<file path="src/hdl/eewr_pkg.sv">
// Constants, types and helpers shared by the EEPROM write host, the device model and the bench.
package eewr_pkg;
  localparam int CLK_PERIOD_NS = 25;
  localparam int T_LOW_NS = 4700;
  localparam int T_HIGH_NS = 4000;
  localparam int T_BUF_NS = 4700;
  // One bit lasts four phases; two phases must cover the longer of the low and high times.
  localparam int T_HALF_NS = (T_LOW_NS > T_HIGH_NS) ? T_LOW_NS : T_HIGH_NS;
  localparam int PHASE_CYC = (T_HALF_NS + 2 * CLK_PERIOD_NS - 1) / (2 * CLK_PERIOD_NS);
  localparam int PHASE_W = 8;
  localparam int TRY_W = 8;
  localparam int CNT_W = 4;
  localparam logic [1:0] PH_LOW_A = 2'h0;
  localparam logic [1:0] PH_LOW_B = 2'h1;
  localparam logic [1:0] PH_HIGH_A = 2'h2;
  localparam logic [1:0] PH_HIGH_B = 2'h3;
  localparam logic [3:0] BIT_FIRST = 4'h0;
  localparam logic [3:0] BIT_ACK = 4'h8;
  localparam logic DIR_WRITE = 1'h0;

  typedef struct packed {
    logic [1:0] chip_sel;
    logic block_select_bit;
    logic [7:0] word_addr;
    logic [CNT_W-1:0] count;
  } eewr_cmd_s;

  typedef struct packed {
    logic done;
    logic err_nack;
    logic err_timeout;
  } eewr_stat_s;

  typedef enum logic [2:0] {
    ST_IDLE, ST_START, ST_LOAD, ST_BYTE, ST_STOP, ST_FREE, ST_DRAIN
  } eewr_state_e;

  typedef enum logic [1:0] {STEP_CTRL, STEP_WADDR, STEP_DATA} eewr_step_e;

  function automatic logic [7:0] eewr_ctrl_byte(input logic [3:0] dev, input logic [1:0] cs,
                                                input logic blk);
    eewr_ctrl_byte = {dev, cs[1], cs[0], blk, DIR_WRITE};
  endfunction
endpackage

</file>
<file path="src/hdl/eewr_host.sv">
// Two-wire write host for a small serial EEPROM, with its data FIFO.
module eewr_fifo #(
  parameter int WIDTH = 8,
  parameter int DEPTH = 8
) (
  // Clock and reset.
  input wire logic clk,
  input wire logic rst_b,
  // Filling side.
  input wire logic in_valid,
  input wire logic [WIDTH-1:0] in_data,
  output logic in_ready,
  // Draining side.
  output logic out_valid,
  input wire logic out_ready,
  output logic [WIDTH-1:0] out_data
);
  localparam int AW = $clog2(DEPTH);
  if (DEPTH < 2 || (1 << AW) != DEPTH) begin : g_chk
    $error("FIFO depth must be a power of two of at least two");
  end
  logic [WIDTH-1:0] mem [DEPTH];
  logic [AW-1:0] wp, rp, next_wp, next_rp;
  logic [AW:0] fill, next_fill;
  logic next_in_ready, next_out_valid, push, pop;

  always_comb begin
    push = in_valid && in_ready;
    pop = out_valid && out_ready;
    next_wp = push ? wp + 1'b1 : wp;
    next_rp = pop ? rp + 1'b1 : rp;
    next_fill = fill + (AW + 1)'(push) - (AW + 1)'(pop);
    next_in_ready = next_fill != (AW + 1)'(DEPTH);
    next_out_valid = next_fill != '0;
  end

  always_ff @(posedge clk or negedge rst_b) begin
    if (!rst_b) begin
      wp <= '0;
      rp <= '0;
      fill <= '0;
      in_ready <= 1'b0;
      out_valid <= 1'b0;
    end else begin
      wp <= next_wp;
      rp <= next_rp;
      fill <= next_fill;
      in_ready <= next_in_ready;
      out_valid <= next_out_valid;
    end
  end

  always_ff @(posedge clk) begin
    if (push) begin
      mem[wp] <= in_data;
    end
  end

  assign out_data = mem[rp];
endmodule

module eewr_host import eewr_pkg::*; #(
  parameter logic [3:0] DEV_TYPE = 4'h6,
  parameter int FIFO_DEPTH = 8,
  parameter int POLL_MAX = 200
) (
  // Clock and reset.
  input wire logic clk,
  input wire logic rst_b,
  // Write command.
  input wire logic cmd_valid,
  input wire eewr_cmd_s cmd,
  output logic cmd_ready,
  // Write data stream.
  input wire logic wr_valid,
  input wire logic [7:0] wr_data,
  output logic wr_ready,
  // Completion.
  output eewr_stat_s stat,
  output logic busy,
  // Two-wire pins, open drain.
  output logic scl_out,
  output logic scl_oe,
  input wire logic sda_in,
  output logic sda_out,
  output logic sda_oe
);
  if (POLL_MAX < 1 || POLL_MAX >= (1 << TRY_W)) begin : g_chk
    $error("POLL_MAX out of range");
  end
  // DEV_TYPE default is arbitrary; set it to the attached part's type code.

  eewr_state_e st, next_st;
  eewr_step_e step, next_step;
  eewr_cmd_s cmd_q, next_cmd_q;
  eewr_stat_s next_stat;
  logic [PHASE_W-1:0] cnt, next_cnt;
  logic [1:0] ph, next_ph;
  logic [3:0] bit_idx, next_bit_idx;
  logic [7:0] shreg, next_shreg;
  logic [CNT_W-1:0] left, next_left;
  logic [TRY_W-1:0] tries, next_tries;
  logic poll, next_poll, acked, next_acked;
  logic err_n, next_err_n, err_t, next_err_t;
  logic next_scl_oe, next_sda_oe, next_cmd_ready, next_busy;
  logic sda_meta, sda_s, tick, fifo_pop, fifo_valid;
  logic [7:0] fifo_data;

  eewr_fifo #(.WIDTH(8), .DEPTH(FIFO_DEPTH)) u_fifo (
    .clk(clk),
    .rst_b(rst_b),
    .in_valid(wr_valid),
    .in_data(wr_data),
    .in_ready(wr_ready),
    .out_valid(fifo_valid),
    .out_ready(fifo_pop),
    .out_data(fifo_data)
  );

  assign tick = cnt == PHASE_W'(PHASE_CYC - 1);

  always_comb begin
    next_st = st;
    next_step = step;
    next_cmd_q = cmd_q;
    next_cnt = tick ? '0 : cnt + 1'b1;
    next_ph = tick ? ph + 1'b1 : ph;
    next_bit_idx = bit_idx;
    next_shreg = shreg;
    next_left = left;
    next_tries = tries;
    next_poll = poll;
    next_acked = acked;
    next_err_n = err_n;
    next_err_t = err_t;
    next_scl_oe = scl_oe;
    next_sda_oe = sda_oe;
    next_stat = '0;
    fifo_pop = 1'b0;
    case (st)
      ST_IDLE: begin
        next_cnt = '0;
        next_ph = PH_LOW_A;
        next_scl_oe = 1'b0;
        next_sda_oe = 1'b0;
        if (cmd_valid && cmd_ready) begin
          next_cmd_q = cmd;
          next_left = cmd.count;
          next_step = STEP_CTRL;
          next_poll = 1'b0;
          next_err_n = 1'b0;
          next_err_t = 1'b0;
          next_st = ST_START;
        end
      end
      ST_START: begin
        next_scl_oe = 1'b0;
        if (tick && ph == PH_LOW_B) begin
          next_sda_oe = 1'b1;
        end
        if (tick && ph == PH_HIGH_B) begin
          next_scl_oe = 1'b1;
          next_st = ST_LOAD;
        end
      end
      ST_LOAD: begin
        // The clock is held low here, so a slow data source simply stretches the bit.
        next_cnt = '0;
        next_ph = PH_LOW_A;
        next_bit_idx = BIT_FIRST;
        case (step)
          STEP_CTRL: begin
            next_shreg = eewr_ctrl_byte(DEV_TYPE, cmd_q.chip_sel, cmd_q.block_select_bit);
            next_st = ST_BYTE;
          end
          STEP_WADDR: begin
            next_shreg = cmd_q.word_addr;
            next_st = ST_BYTE;
          end
          default: begin
            if (fifo_valid) begin
              fifo_pop = 1'b1;
              next_shreg = fifo_data;
              next_st = ST_BYTE;
            end
          end
        endcase
      end
      ST_BYTE: begin
        next_scl_oe = ph == PH_LOW_A || ph == PH_LOW_B;
        if (tick && ph == PH_LOW_A) begin
          next_sda_oe = bit_idx != BIT_ACK && !shreg[7];
        end
        if (tick && ph == PH_HIGH_A && bit_idx == BIT_ACK) begin
          next_acked = !sda_s;
        end
        if (tick && ph == PH_HIGH_B) begin
          next_scl_oe = 1'b1;
          if (bit_idx != BIT_ACK) begin
            next_shreg = {shreg[6:0], 1'b0};
            next_bit_idx = bit_idx + 1'b1;
          end else begin
            next_st = ST_STOP;
            case (step)
              STEP_CTRL: begin
                if (poll) begin
                  next_tries = tries + 1'b1;
                  if (acked) begin
                    next_poll = 1'b0;
                  end else if (next_tries == TRY_W'(POLL_MAX)) begin
                    next_poll = 1'b0;
                    next_err_t = 1'b1;
                  end
                end else if (acked) begin
                  next_step = STEP_WADDR;
                  next_st = ST_LOAD;
                end else begin
                  next_err_n = 1'b1;
                end
              end
              STEP_WADDR: begin
                if (!acked) begin
                  next_err_n = 1'b1;
                end else if (left != '0) begin
                  next_step = STEP_DATA;
                  next_st = ST_LOAD;
                end
              end
              default: begin
                next_left = left - 1'b1;
                if (!acked) begin
                  next_err_n = 1'b1;
                end else if (left == CNT_W'(1)) begin
                  // The stop that follows launches programming; poll for its end.
                  next_poll = 1'b1;
                  next_tries = '0;
                end else begin
                  next_st = ST_LOAD;
                end
              end
            endcase
          end
        end
      end
      ST_STOP: begin
        next_scl_oe = ph == PH_LOW_A;
        if (tick && ph == PH_LOW_A) begin
          next_sda_oe = 1'b1;
        end
        if (tick && ph == PH_HIGH_A) begin
          next_sda_oe = 1'b0;
        end
        if (tick && ph == PH_HIGH_B) begin
          next_st = ST_FREE;
        end
      end
      ST_FREE: begin
        next_scl_oe = 1'b0;
        next_sda_oe = 1'b0;
        if (tick && ph == PH_HIGH_B) begin
          next_step = STEP_CTRL;
          if (poll) begin
            next_st = ST_START;
          end else if (left != '0) begin
            next_st = ST_DRAIN;
          end else begin
            next_stat = '{done: 1'b1, err_nack: err_n, err_timeout: err_t};
            next_st = ST_IDLE;
          end
        end
      end
      ST_DRAIN: begin
        // Bytes of an aborted write are discarded so the next command starts clean.
        next_cnt = '0;
        next_ph = PH_LOW_A;
        if (left == '0) begin
          next_stat = '{done: 1'b1, err_nack: err_n, err_timeout: err_t};
          next_st = ST_IDLE;
        end else if (fifo_valid) begin
          fifo_pop = 1'b1;
          next_left = left - 1'b1;
        end
      end
      default: begin
        next_st = ST_IDLE;
      end
    endcase
    next_cmd_ready = next_st == ST_IDLE;
    next_busy = next_st != ST_IDLE;
  end

  always_ff @(posedge clk or negedge rst_b) begin
    if (!rst_b) begin
      st <= ST_IDLE;
      step <= STEP_CTRL;
      cmd_q <= '0;
      cnt <= '0;
      ph <= PH_LOW_A;
      bit_idx <= BIT_FIRST;
      shreg <= '0;
      left <= '0;
      tries <= '0;
      poll <= 1'b0;
      acked <= 1'b0;
      err_n <= 1'b0;
      err_t <= 1'b0;
      scl_oe <= 1'b0;
      sda_oe <= 1'b0;
      scl_out <= 1'b0;
      sda_out <= 1'b0;
      stat <= '0;
      cmd_ready <= 1'b0;
      busy <= 1'b0;
      sda_meta <= 1'b1;
      sda_s <= 1'b1;
    end else begin
      st <= next_st;
      step <= next_step;
      cmd_q <= next_cmd_q;
      cnt <= next_cnt;
      ph <= next_ph;
      bit_idx <= next_bit_idx;
      shreg <= next_shreg;
      left <= next_left;
      tries <= next_tries;
      poll <= next_poll;
      acked <= next_acked;
      err_n <= next_err_n;
      err_t <= next_err_t;
      scl_oe <= next_scl_oe;
      sda_oe <= next_sda_oe;
      scl_out <= 1'b0;
      sda_out <= 1'b0;
      stat <= next_stat;
      cmd_ready <= next_cmd_ready;
      busy <= next_busy;
      sda_meta <= sda_in;
      sda_s <= sda_meta;
    end
  end
endmodule

</file>
<file path="config.mk">
export PLATFORM = sky130hd
export DESIGN_NAME = eewr_host
export DESIGN_NICKNAME = d
export VERILOG_FILES = /design/src/hdl/eewr_pkg.sv /design/src/hdl/eewr_host.sv
export SDC_FILE = /design/constraint.sdc
export NUM_CORES = 1
export LEC_CHECK = 0
export BUFFER_PORTS_ARGS = -buffer_cell sky130_fd_sc_hd__clkbuf_2
export CORE_UTILIZATION = 45
export DETAILED_ROUTE_END_ITERATION = 8
export PLACE_DENSITY_LB_ADDON = 0.15
export SETUP_SLACK_MARGIN = 0.15
export SYNTH_ARGS = -nofsm -noshare
export SYNTH_HDL_FRONTEND = slang
export SYNTH_HIERARCHICAL = 1
export SYNTH_SLANG_ARGS = --single-unit
</file>
<file path="constraint.sdc">
create_clock -name clk -period 3.2 [get_ports clk]
set_input_delay 0.48 -clock clk [delete_from_list [all_inputs] [get_ports clk]]
set_output_delay 0.48 -clock clk [all_outputs]
set_load 0.01 [all_outputs]
</file>
# After elaboration in Yosys (flattened, before gate mapping)
# Memory sizes are Yosys's and may differ from the RTL's.
# Cells that the tools add are included.
[word_totals] reg_bits=75 wordCells=218 latchBits=0 mem_count=1 ramBits=64 mem_bits_ro=0
[classes] n_mul=0 div=0 eq_ne=41 n_shift=0 bitwise=2 n_mux=94 addsub=9 reduce_logical=42 magnitude_cmp=0
[memory_table] memory="u_fifo.mem" words=8 word_bits=8 rd=1 rd_clocked_by_memory_dff=0 write_ports=1 line="eewr_host.sv:22" rtl="logic [WIDTH-1:0] mem [DEPTH];"
[op_table] cell="$mux 8" n=8
[op_table] cell="$mux 3" n=21
[op_table] cell="$pmux 8 s2" n=3
[op_table] cell="$mux 4" n=8
[op_table] cell="$mux 1" n=30
[op_table] cell="$ne 2x2->1 const B" n=15
[op_table] cell="$ne 3x3->1 const B" n=8
[op_table] cell="$pmux 3 s7" n=1
[op_table] cell="$reduce_and 7->1" n=3
[op_table] cell="$mux 2" n=10
[op_table] cell="$add 8x1->8 const B" n=2
[op_table] cell="$pmux 3 s2" n=2
[op_table] cell="$pmux 4 s3" n=1
[op_table] cell="$reduce_bool 4->1" n=3
[op_table] cell="$pmux 1 s2" n=5
[op_table] cell="$reduce_and 10->1" n=1
[op_table] cell="$reduce_bool 2->1" n=5
[op_table] cell="$eq 3x3->1 const B" n=3
[op_table] cell="$logic_and 1x1->1" n=9
[op_table] cell="$reduce_bool 3->1" n=3
[op_table] cell="$eq 8x7->1 const B" n=1
[op_table] cell="$eq 8x8->1 const B" n=1
[op_table] cell="$ne 4x4->1 const B" n=2
[op_table] cell="$pmux 1 s4" n=2
[op_table] cell="30 further kinds" n=41

# Longest topological paths before layout
# Gate-level depths: netlist of the first run.
[depth] depth_word=9 depth_mapped=15

# Hierarchy
# The synthesis of the first run kept the hierarchy.
[modules_own_cells] module="eewr_host" cells_per_inst=386 area_per_inst_um2=3538.4 instances=1 seq_area_each_um2=1579.0
[modules_own_cells] module="eewr_fifo" cells_per_inst=151 area_per_inst_um2=3100.5 instances=1 seq_area_each_um2=2222.1

# Worst setup path after synthesis of the first run
# Ideal clock, no wire load.
[synth_path] kind="reg2reg" start="register left[0]" end="register u_fifo.out_valid" setup_slack_ps=346 synth_period_minus_slack_ps=2854 arrival_ps=2735 t_required_ps=3081 path_buffers=0 setup_ps=119 stages_incl_launch_ff=16 path_cell_list="dfrtp_1 -> inv_1 -> ha_1 -> nor3b_4 -> a21oi_1 -> o211a_1 -> nand2_1 -> inv_1 -> ha_1 -> inv_1 -> ha_1 -> inv_1 -> fa_1 -> inv_1 -> nor3_1 -> a21bo_2"
[synth_between] elab_chain_cells=6
[synth_lines] element="start, declared" line="eewr_host.sv:101" rtl="logic [CNT_W-1:0] left, next_left;"
[synth_lines] element="start signal, assigned" line="eewr_host.sv:324" rtl="left <= next_left;"
[synth_lines] element="$logic_not 4->1" line="eewr_host.sv:276" rtl="if (left == '0) begin"
[synth_lines] element="$mux 1" line="eewr_host.sv:276"
[synth_lines] element="$pmux 1 s2" line="eewr_host.sv:140" rtl="case (st)"
[synth_lines] element="via fifo_pop" line="eewr_host.sv:106" rtl="logic sda_meta, sda_s, tick, fifo_pop, fifo_valid;"
[synth_lines] element="$logic_and 1x1->1" line="eewr_host.sv:29" rtl="pop = out_valid && out_ready;"
[synth_lines] element="via u_fifo.pop" line="eewr_host.sv:25" rtl="logic next_in_ready, next_out_valid, push, pop;"
[synth_lines] element="$sub 4x1->4" line="eewr_host.sv:32" rtl="next_fill = fill + (AW + 1)'(push) - (AW + 1)'(pop);"
[synth_lines] element="via u_fifo.next_fill[1]" line="eewr_host.sv:24" rtl="logic [AW:0] fill, next_fill;"
[synth_lines] element="$reduce_bool 4->1" line="eewr_host.sv:34" rtl="next_out_valid = next_fill != '0;"
[synth_lines] element="via u_fifo.next_out_valid" line="eewr_host.sv:25"
[synth_lines] element="end signal, assigned" line="eewr_host.sv:49" rtl="out_valid <= next_out_valid;"
[synth_lines] element="end, declared" line="eewr_host.sv:14" rtl="output logic out_valid,"
# The timed path passes the listed nets, and every way through them passes these cells.
# A chain may end at the register's enable or synchronous reset.

# Final worst setup path of the first run
[layout_path] start="register left[1]" end="register u_fifo.out_valid"
# The elaborated chain is that of the path after synthesis.

==> results.md, run 1 <==
- Routed wl met2: 6398 um
- Core box area: 14480 um2
- Die W: 123.5 um
- Cell count after synthesis: 537
- Crit path launch type: flip-flop
- Clock skew: 0.008768 ns
- FF+latch area: 3801 um2
- IO Pins: 38
- Fraction of layout cells with a size suffix above 1: 20.20%
- Buf/Inv on CP: 5
- Multi-input gate area: 2640 um2
- RSZ-0062 raised after global routing: false
- Max stage delay cell, worst path: fa_1
- Sequential fraction of the synthesis area: 57.26%
- EDFF count, synth: 64
- Vias in the first global route: 4205
- Fin crit share: 89.18%
- Via count: 4287
- Peak VDD IR: 546.4 uV
- Area growth syn-to-layout: 14.51%
- WL met3: 472 um
- FFs w/ async S/R, synth: 53.96%
- Worst setup margin: 0.3464 ns
- DRT iter0 DRCs: 223
- TritonCTS clock tree: built
- 1st-pass router iterations: 5
- Die ar.: 15240 um2
- Crit end category: flip-flop
- Cell Area, Placed: 6992 um2
- Worst-Skew Late Latency: 0.43 ns
- Minimum clock period: 2.854 ns
- Fillers: 1268
- CP Cell Sequence: inv_2, ha_4, nor3b_4, a21oi_2, o211a_1, nand2_2, inv_1, ha_1, inv_1, ha_2, inv_1, fa_1, inv_1, nor3_2, a21bo_2
- Hold Path Class: primary input to flip-flop
- Vias per Instance: 5.510
- Slew margin rel.: 34.80%
- GP Congestion: 0.8591
- Initial Util: 45.85%
- Crit Path Class: flip-flop to flip-flop
- CTS Buf Count: 17
- GRT Residual Overflow: 0
- Achievable clock frequency: 350.4 MHz
- Num Clock Sinks: 139
- Hold buffers post-CTS: 0
- Yosys reg bits: 139
- Avg Cell Area, Syn: 12.36 um2
- Total GRT Usage: 18.98%
- Design Area, Final: 7602 um2
- Initial antenna violation count: 0
- YS warnings: 6
- Post-Syn Area: 6639 um2
- Top_reg_cell synth: dfrtp_1
- Final core occ: 52.51%
- DRT antenna net count: 0
- ANT cells: 0
- Largest net degree at the start of global routing: 76
- Setup WS pre-CTS: 0.1602 ns
- Clk root buf: clkbuf_16
- Leak: 3.117 nW
- Required @ worst endpoint: 3.51 ns
- Top delay family on crit path: adder cells
- Critical path peak fanout: 3
- Pwr Total: 4.421 mW
- Highest routed layer: met4
- Status: finished clean
- Clock transition at path regs: 0.06 ns
- Pwr Density: 581.5 nW/um2
- Final nets: 627
- Slew Limit Fails: 0
- Final WL: 13070 um
- Top cell by count, worst path: inv_1
- Final Hold Vio Count: 0
- Chip height: 123.5 um
- M1 WL: 5928 um
- Number of port buffers: 35
- Slowest stage delay, CP: 0.48 ns
- Worst Tran Pin Value: 0.9780 ns
- TNS Setup: 0 ns
- Drt wl/cell: 16.80 um
- First-pass GRT wire length: 21390 um
- Clock Path Buffers: 2
- Placed wire-length estimate: 8624 um
- Row cnt: 44
- CTS HTree Levels: 4
- WP data arrival: 3.16 ns
- Final setup viols: 0
- Post-route DRC: 0
- Number of distinct library cells after synthesis: 71
- Maxcap violations: 0
-- logic make-up after synthesis --
family                   Yosys count  share of synthesized area, %
AND/OR/NAND/NOR                  190                         13.89
multiplexers                      37                         9.819
XOR/XNOR                          17                         2.243
buffers and inverters             47                         3.675
flip-flops                       139                         57.26
AO/OA/AOI/OAI                     88                         9.555
adder cells (fa/ha/maj)           18                         3.505
other                              1                       0.05649
-- report_power, final --
part | switching (mW) | internal [mW]
sequential | 0.0806 | 2.05
combinational | 0.264 | 0.199
clock | 0.814 | 1.02
total | 1.16 | 3.26
-- cell type report --
class / instances / share of cell area (%)
timing repair buffer: 52 / 4.016
inverter: 19 / 0.9381
clock buffer: 17 / 5.596
clock inverter: 15 / 1.695
sequential: 139 / 50.00
multi-input combinational: 352 / 34.73
tap: 184 / 3.028
-- final timing paths --
path                       slack (ns)  depth (start not counted)                 from                    endpoint
min in group asynchronous        0.17                          1                rst_b           ph[0]$_DFFE_PN0P_
max in group asynchronous        2.35                          1                rst_b            cnt[3]$_DFF_PN0_
hold reg to reg                  0.36                          0   sda_meta$_DFF_PN1_             sda_s$_DFF_PN1_
setup reg to reg                 0.35                         15  left[1]$_DFFE_PN0P_  u_fifo/out_valid$_DFF_PN0_
hold / removal                   0.14                          1               sda_in          sda_meta$_DFF_PN1_
setup / recovery                 0.35                         15  left[1]$_DFFE_PN0P_  u_fifo/out_valid$_DFF_PN0_
-- layout by cell type (no fill, tap or decap), types with 7 or more instances in the layout --
master / synthesis / layout
xnor2_1: 11 / 11
mux4_1: 16 / 16
clkbuf_2: 0 / 34
mux2i_1: 7 / 7
o31ai_1: 7 / 7
buf_4: 3 / 18
inv_1: 19 / 18
nand3_1: 17 / 17
nor2b_1: 8 / 8
dfrtp_1: 73 / 73
edfxtp_1: 64 / 64
clkbuf_16: 0 / 17
nor2_1: 32 / 32
nand2_1: 77 / 76
and3_1: 9 / 9
nor3_1: 16 / 13
ha_1: 17 / 15
a21oi_1: 9 / 8
mux2_2: 13 / 13
o21ai_0: 28 / 28
-- routing by layer --
metal  global-route usage [%]  vias to the layer above
met3                    4.889                       19
met4                    8.358                        0
met1                    24.27                     2123
met2                    30.41                       86
li1                         -                     2059
met5                        0                        -
-- flip-flops by register name, summed over array words and instances, names as in the netlist, 2 cells and up --
name	cells
u_fifo/fill	4
ph	2
step	2
tries	8
bit_idx	4
cnt	8
st	3
u_fifo/rp	3
shreg	8
u_fifo/mem	64
u_fifo/wp	3
cmd_q	11
left	4
stat	3
-- through the flow --
stage | hold WS, ns | std cells
finish | 0.1405 | 778
global route | 0.1263 | 778
CTS | 0.1184 | 775
detailed placement | 0.3519 | 742
global placement | 0.3463 | 742
floorplan | 0.1844 | 538
-- repair_timing --
item	in CTS	in global routing
buffers inserted	1	3
pin swaps	0	3
endpoints found under the setup margin	1	2
gates cloned	0	0
resized for setup	0	7
-- synthesized netlist by cell type (3+ instances only) --
library cell / count / share of area, %
a21oi_1: 9 / 0.68
a221oi_1: 3 / 0.40
a31oi_1: 4 / 0.38
and2_1: 6 / 0.57
and3_1: 9 / 0.85
buf_1: 4 / 0.23
buf_2: 8 / 0.60
buf_4: 3 / 0.34
buf_6: 4 / 0.68
clkbuf_1: 8 / 0.45
dfrtp_1: 73 / 28
edfxtp_1: 64 / 29
ha_1: 17 / 3.2
inv_1: 19 / 1.1
mux2_2: 13 / 2.2
mux2i_1: 7 / 1.1
mux4_1: 16 / 6.3
nand2_1: 77 / 4.4
nand2b_1: 5 / 0.47
nand3_1: 17 / 1.3
nor2_1: 32 / 1.8
nor2b_1: 8 / 0.75
nor3_1: 16 / 1.2
nor4_1: 3 / 0.28
o211ai_1: 5 / 0.57
o21ai_0: 28 / 2.1
o21ai_1: 3 / 0.23
o31ai_1: 7 / 0.79
xnor2_1: 11 / 1.5
xor2_1: 6 / 0.79
Power figures use the tool's default switching activity.
==> inputs of run 2 (changes only) <==
==> constraint.sdc (replaced) <==
create_clock -name clk -period 2.85 [get_ports clk]
set_input_delay 0.4275 -clock clk [delete_from_list [all_inputs] [get_ports clk]]
set_output_delay 0.4275 -clock clk [all_outputs]
set_load 0.01 [all_outputs]
==> results.md, run 2 (synthesis results as in run 1) <==
- Status: finished clean
- Leak: 3.173 nW (+1.8%)
- Max reg flops: 64 (unchanged)
- WP data arrival: 3.00 ns (-0.16 ns)
- Core box area: 14480 um2 (unchanged)
- Slew Limit Fails: 0 (unchanged)
- ANT cells: 0 (unchanged)
- 1st-pass router iterations: 4 (-1)
- Worst Tran Pin Value: 0.9563 ns (-0.02173 ns)
- Final Hold Vio Count: 0 (unchanged)
- Pwr Density: 669.3 nW/um2 (+15%)
- Num Clock Sinks: 139 (unchanged)
- Worst setup margin: 0.1638 ns (-0.1826 ns)
- Minimum clock period: 2.686 ns (-0.1674 ns)
- First-pass GRT wire length: 22050 um (+3.1%)
- Largest net degree at the start of global routing: 76 (unchanged)
- Vias in the first global route: 4370 (+3.9%)
- Final WL: 13290 um (+1.7%)
- Biggest register: u_fifo/mem
- Fin crit share: 94.25% (+5.1 points)
- GRT Residual Overflow: 0 (unchanged)
- Initial antenna violation count: 0 (unchanged)
- Clk root buf: clkbuf_16
- Commonest non-fill, non-tap cell in the layout: nand2_1
- Clock Path Buffers: 2 (unchanged)
- Setup WS pre-CTS: 0.02024 ns (-0.1400 ns)
- R2R depth: 15 (unchanged)
- DP Cell Count: 750 (+1.1%)
- Max stage delay cell, worst path: fa_1
- Vias per Instance: 5.484 (-0.47%)
- CTS Buf Count: 17 (unchanged)
- Die W: 123.5 um (unchanged)
- Slew margin rel.: 36.25% (+1.4 points)
- Clock skew: 0.006957 ns (-0.001811 ns)
- GP Congestion: 0.8506 (-0.99%)
- Hold buffers post-CTS: 0 (unchanged)
- Peak VDD IR: 594.2 uV (+8.8%)
- Fraction of layout cells with a size suffix above 1: 22.22% (+2.0 points)
- Hold Path Cell Cnt: 1 (unchanged)
- Hold Path Class: primary input to flip-flop
- TritonCTS clock tree: built
- Area growth syn-to-layout: 16.36%
- CP Cell Sequence: inv_2, ha_4, nor3b_4, a21oi_2, o211a_1, nand2_2, inv_2, ha_4, inv_4, ha_4, inv_2, fa_1, xnor2_2, nor3_4, a21bo_2
- Crit end category: flip-flop
- Via count: 4316 (+0.68%)
- Final nets: 636 (+1.4%)
- Die ar.: 15240 um2 (unchanged)
- Maxcap violations: 0 (unchanged)
- Worst-Skew Late Latency: 0.43 ns (about the same)
- Initial Util: 45.85% (unchanged)
- Clock transition at path regs: 0.06 ns (about the same)
- Most frequent cells in the layout: nand2_1, dfrtp_1, edfxtp_1
- Final setup viols: 0 (unchanged)
- RSZ-0062 raised after global routing: true
- Top flop regs: u_fifo/mem x64, cmd_q x11
- Row cnt: 44 (unchanged)
- TNS Setup: 0 ns (unchanged)
- Crit Path Class: flip-flop to flip-flop
- DRT iter0 DRCs: 249 (+12%)
- Drt wl/cell: 16.89 um (+0.54%)
- Required @ worst endpoint: 3.16 ns (-0.35 ns)
- Achievable clock frequency: 372.3 MHz (+6.2%)
- Number of port buffers: 35 (unchanged)
- Chip height: 123.5 um (unchanged)
- Total GRT Usage: 19.62% (+0.64 points)
- Slowest stage delay, CP: 0.40 ns (-0.08 ns)
- Crit path launch type: flip-flop
- CTS HTree Levels: 4 (unchanged)
- IO Pins: 38 (unchanged)
- DRT antenna net count: 0 (unchanged)
- Placed wire-length estimate: 8893 um (+3.1%)
- Critical path peak fanout: 2 (-1)
- Post-route DRC: 0 (unchanged)
- Finished Layout Cells: 787 (+1.2%)
- Final core occ: 53.35% (+0.85 points)
==> run 2: cell count changes in the layout (fill, tap and decap cells not counted), sizes merged <==
cell,before,now
buf,18,27
bufinv,0,1
clkbuf,51,52
clkinv,6,2
clkinvlp,1,2
inv,27,28
==> run 2: cell type report <==
type | instances | area [um2]
Clock buffer | 18 | 429.2
Clock inverter | 14 | 151.4
Fill cell | 1229 | 6754
Inverter | 19 | 73.82
Multi-Input combinational cell | 352 | 2666
Sequential cell | 139 | 3801
Tap cell | 184 | 230.2
Timing Repair Buffer | 61 | 372.9
==> run 2: what timing repair did <==
item / 4_1_cts / 5_1_grt
buffers inserted: 3 / 2
pin swaps: 4 / 5
setup endpoints to repair: 2 / 2
resized for setup: 10 / 3
==> run 2: final timing paths <==
check,slack (ns),startpoint,to
min in group asynchronous,0.15,rst_b,left[1]$_DFFE_PN0P_
hold / removal,0.08,sda_in,sda_meta$_DFF_PN1_
setup / recovery,0.16,left[0]$_DFFE_PN0P_,u_fifo/out_valid$_DFF_PN0_
hold reg to reg,0.36,sda_meta$_DFF_PN1_,sda_s$_DFF_PN1_
max in group asynchronous,2.07,rst_b,shreg[1]$_DFFE_PN0P_
setup reg to reg,0.16,left[0]$_DFFE_PN0P_,u_fifo/out_valid$_DFF_PN0_
==> run 2: stage by stage <==
stage / power [mW] / area (um2) / hold slack [ns]
CTS: 5.172 / 7694 / 0.06195
global route: 5.382 / 7725 / 0.06255
detailed placement: 2.953 / 7056 / 0.3495
finish: 5.170 / 7725 / 0.08041
floorplan: 2.750 / 6656 / 0.1319
global placement: 2.920 / 7056 / 0.3498
==> run 2: report_power, final <==
part | leakage, nW | switching (mW) | internal, mW
Clock | 0.280 | 0.935 | 1.24
Sequential | 1.56 | 0.0901 | 2.30
Combinational | 1.34 | 0.326 | 0.284
==> run 2: routing by layer <==
metal  routed length (um)  GRT usage [%]  vias up
li1                     -              -     2075
met3                  463          4.889       20
met1                 5902          23.67     2152
met5                    0              0        -
met2                 6736          33.73       69
met4                  191          7.455        0
==> run 2: critical path: cells and delay by family, from the launching register on <==
kind | cells | cell delay [ns]
AOI/OAI and AO/OA | 3 | 0.59
xor gates and xnor gates | 1 | 0.18
adders and majority gates | 4 | 0.86
buffers and inverters | 4 | 0.20
DFF | 1 | 0.36
and+or+nand+nor | 3 | 0.37
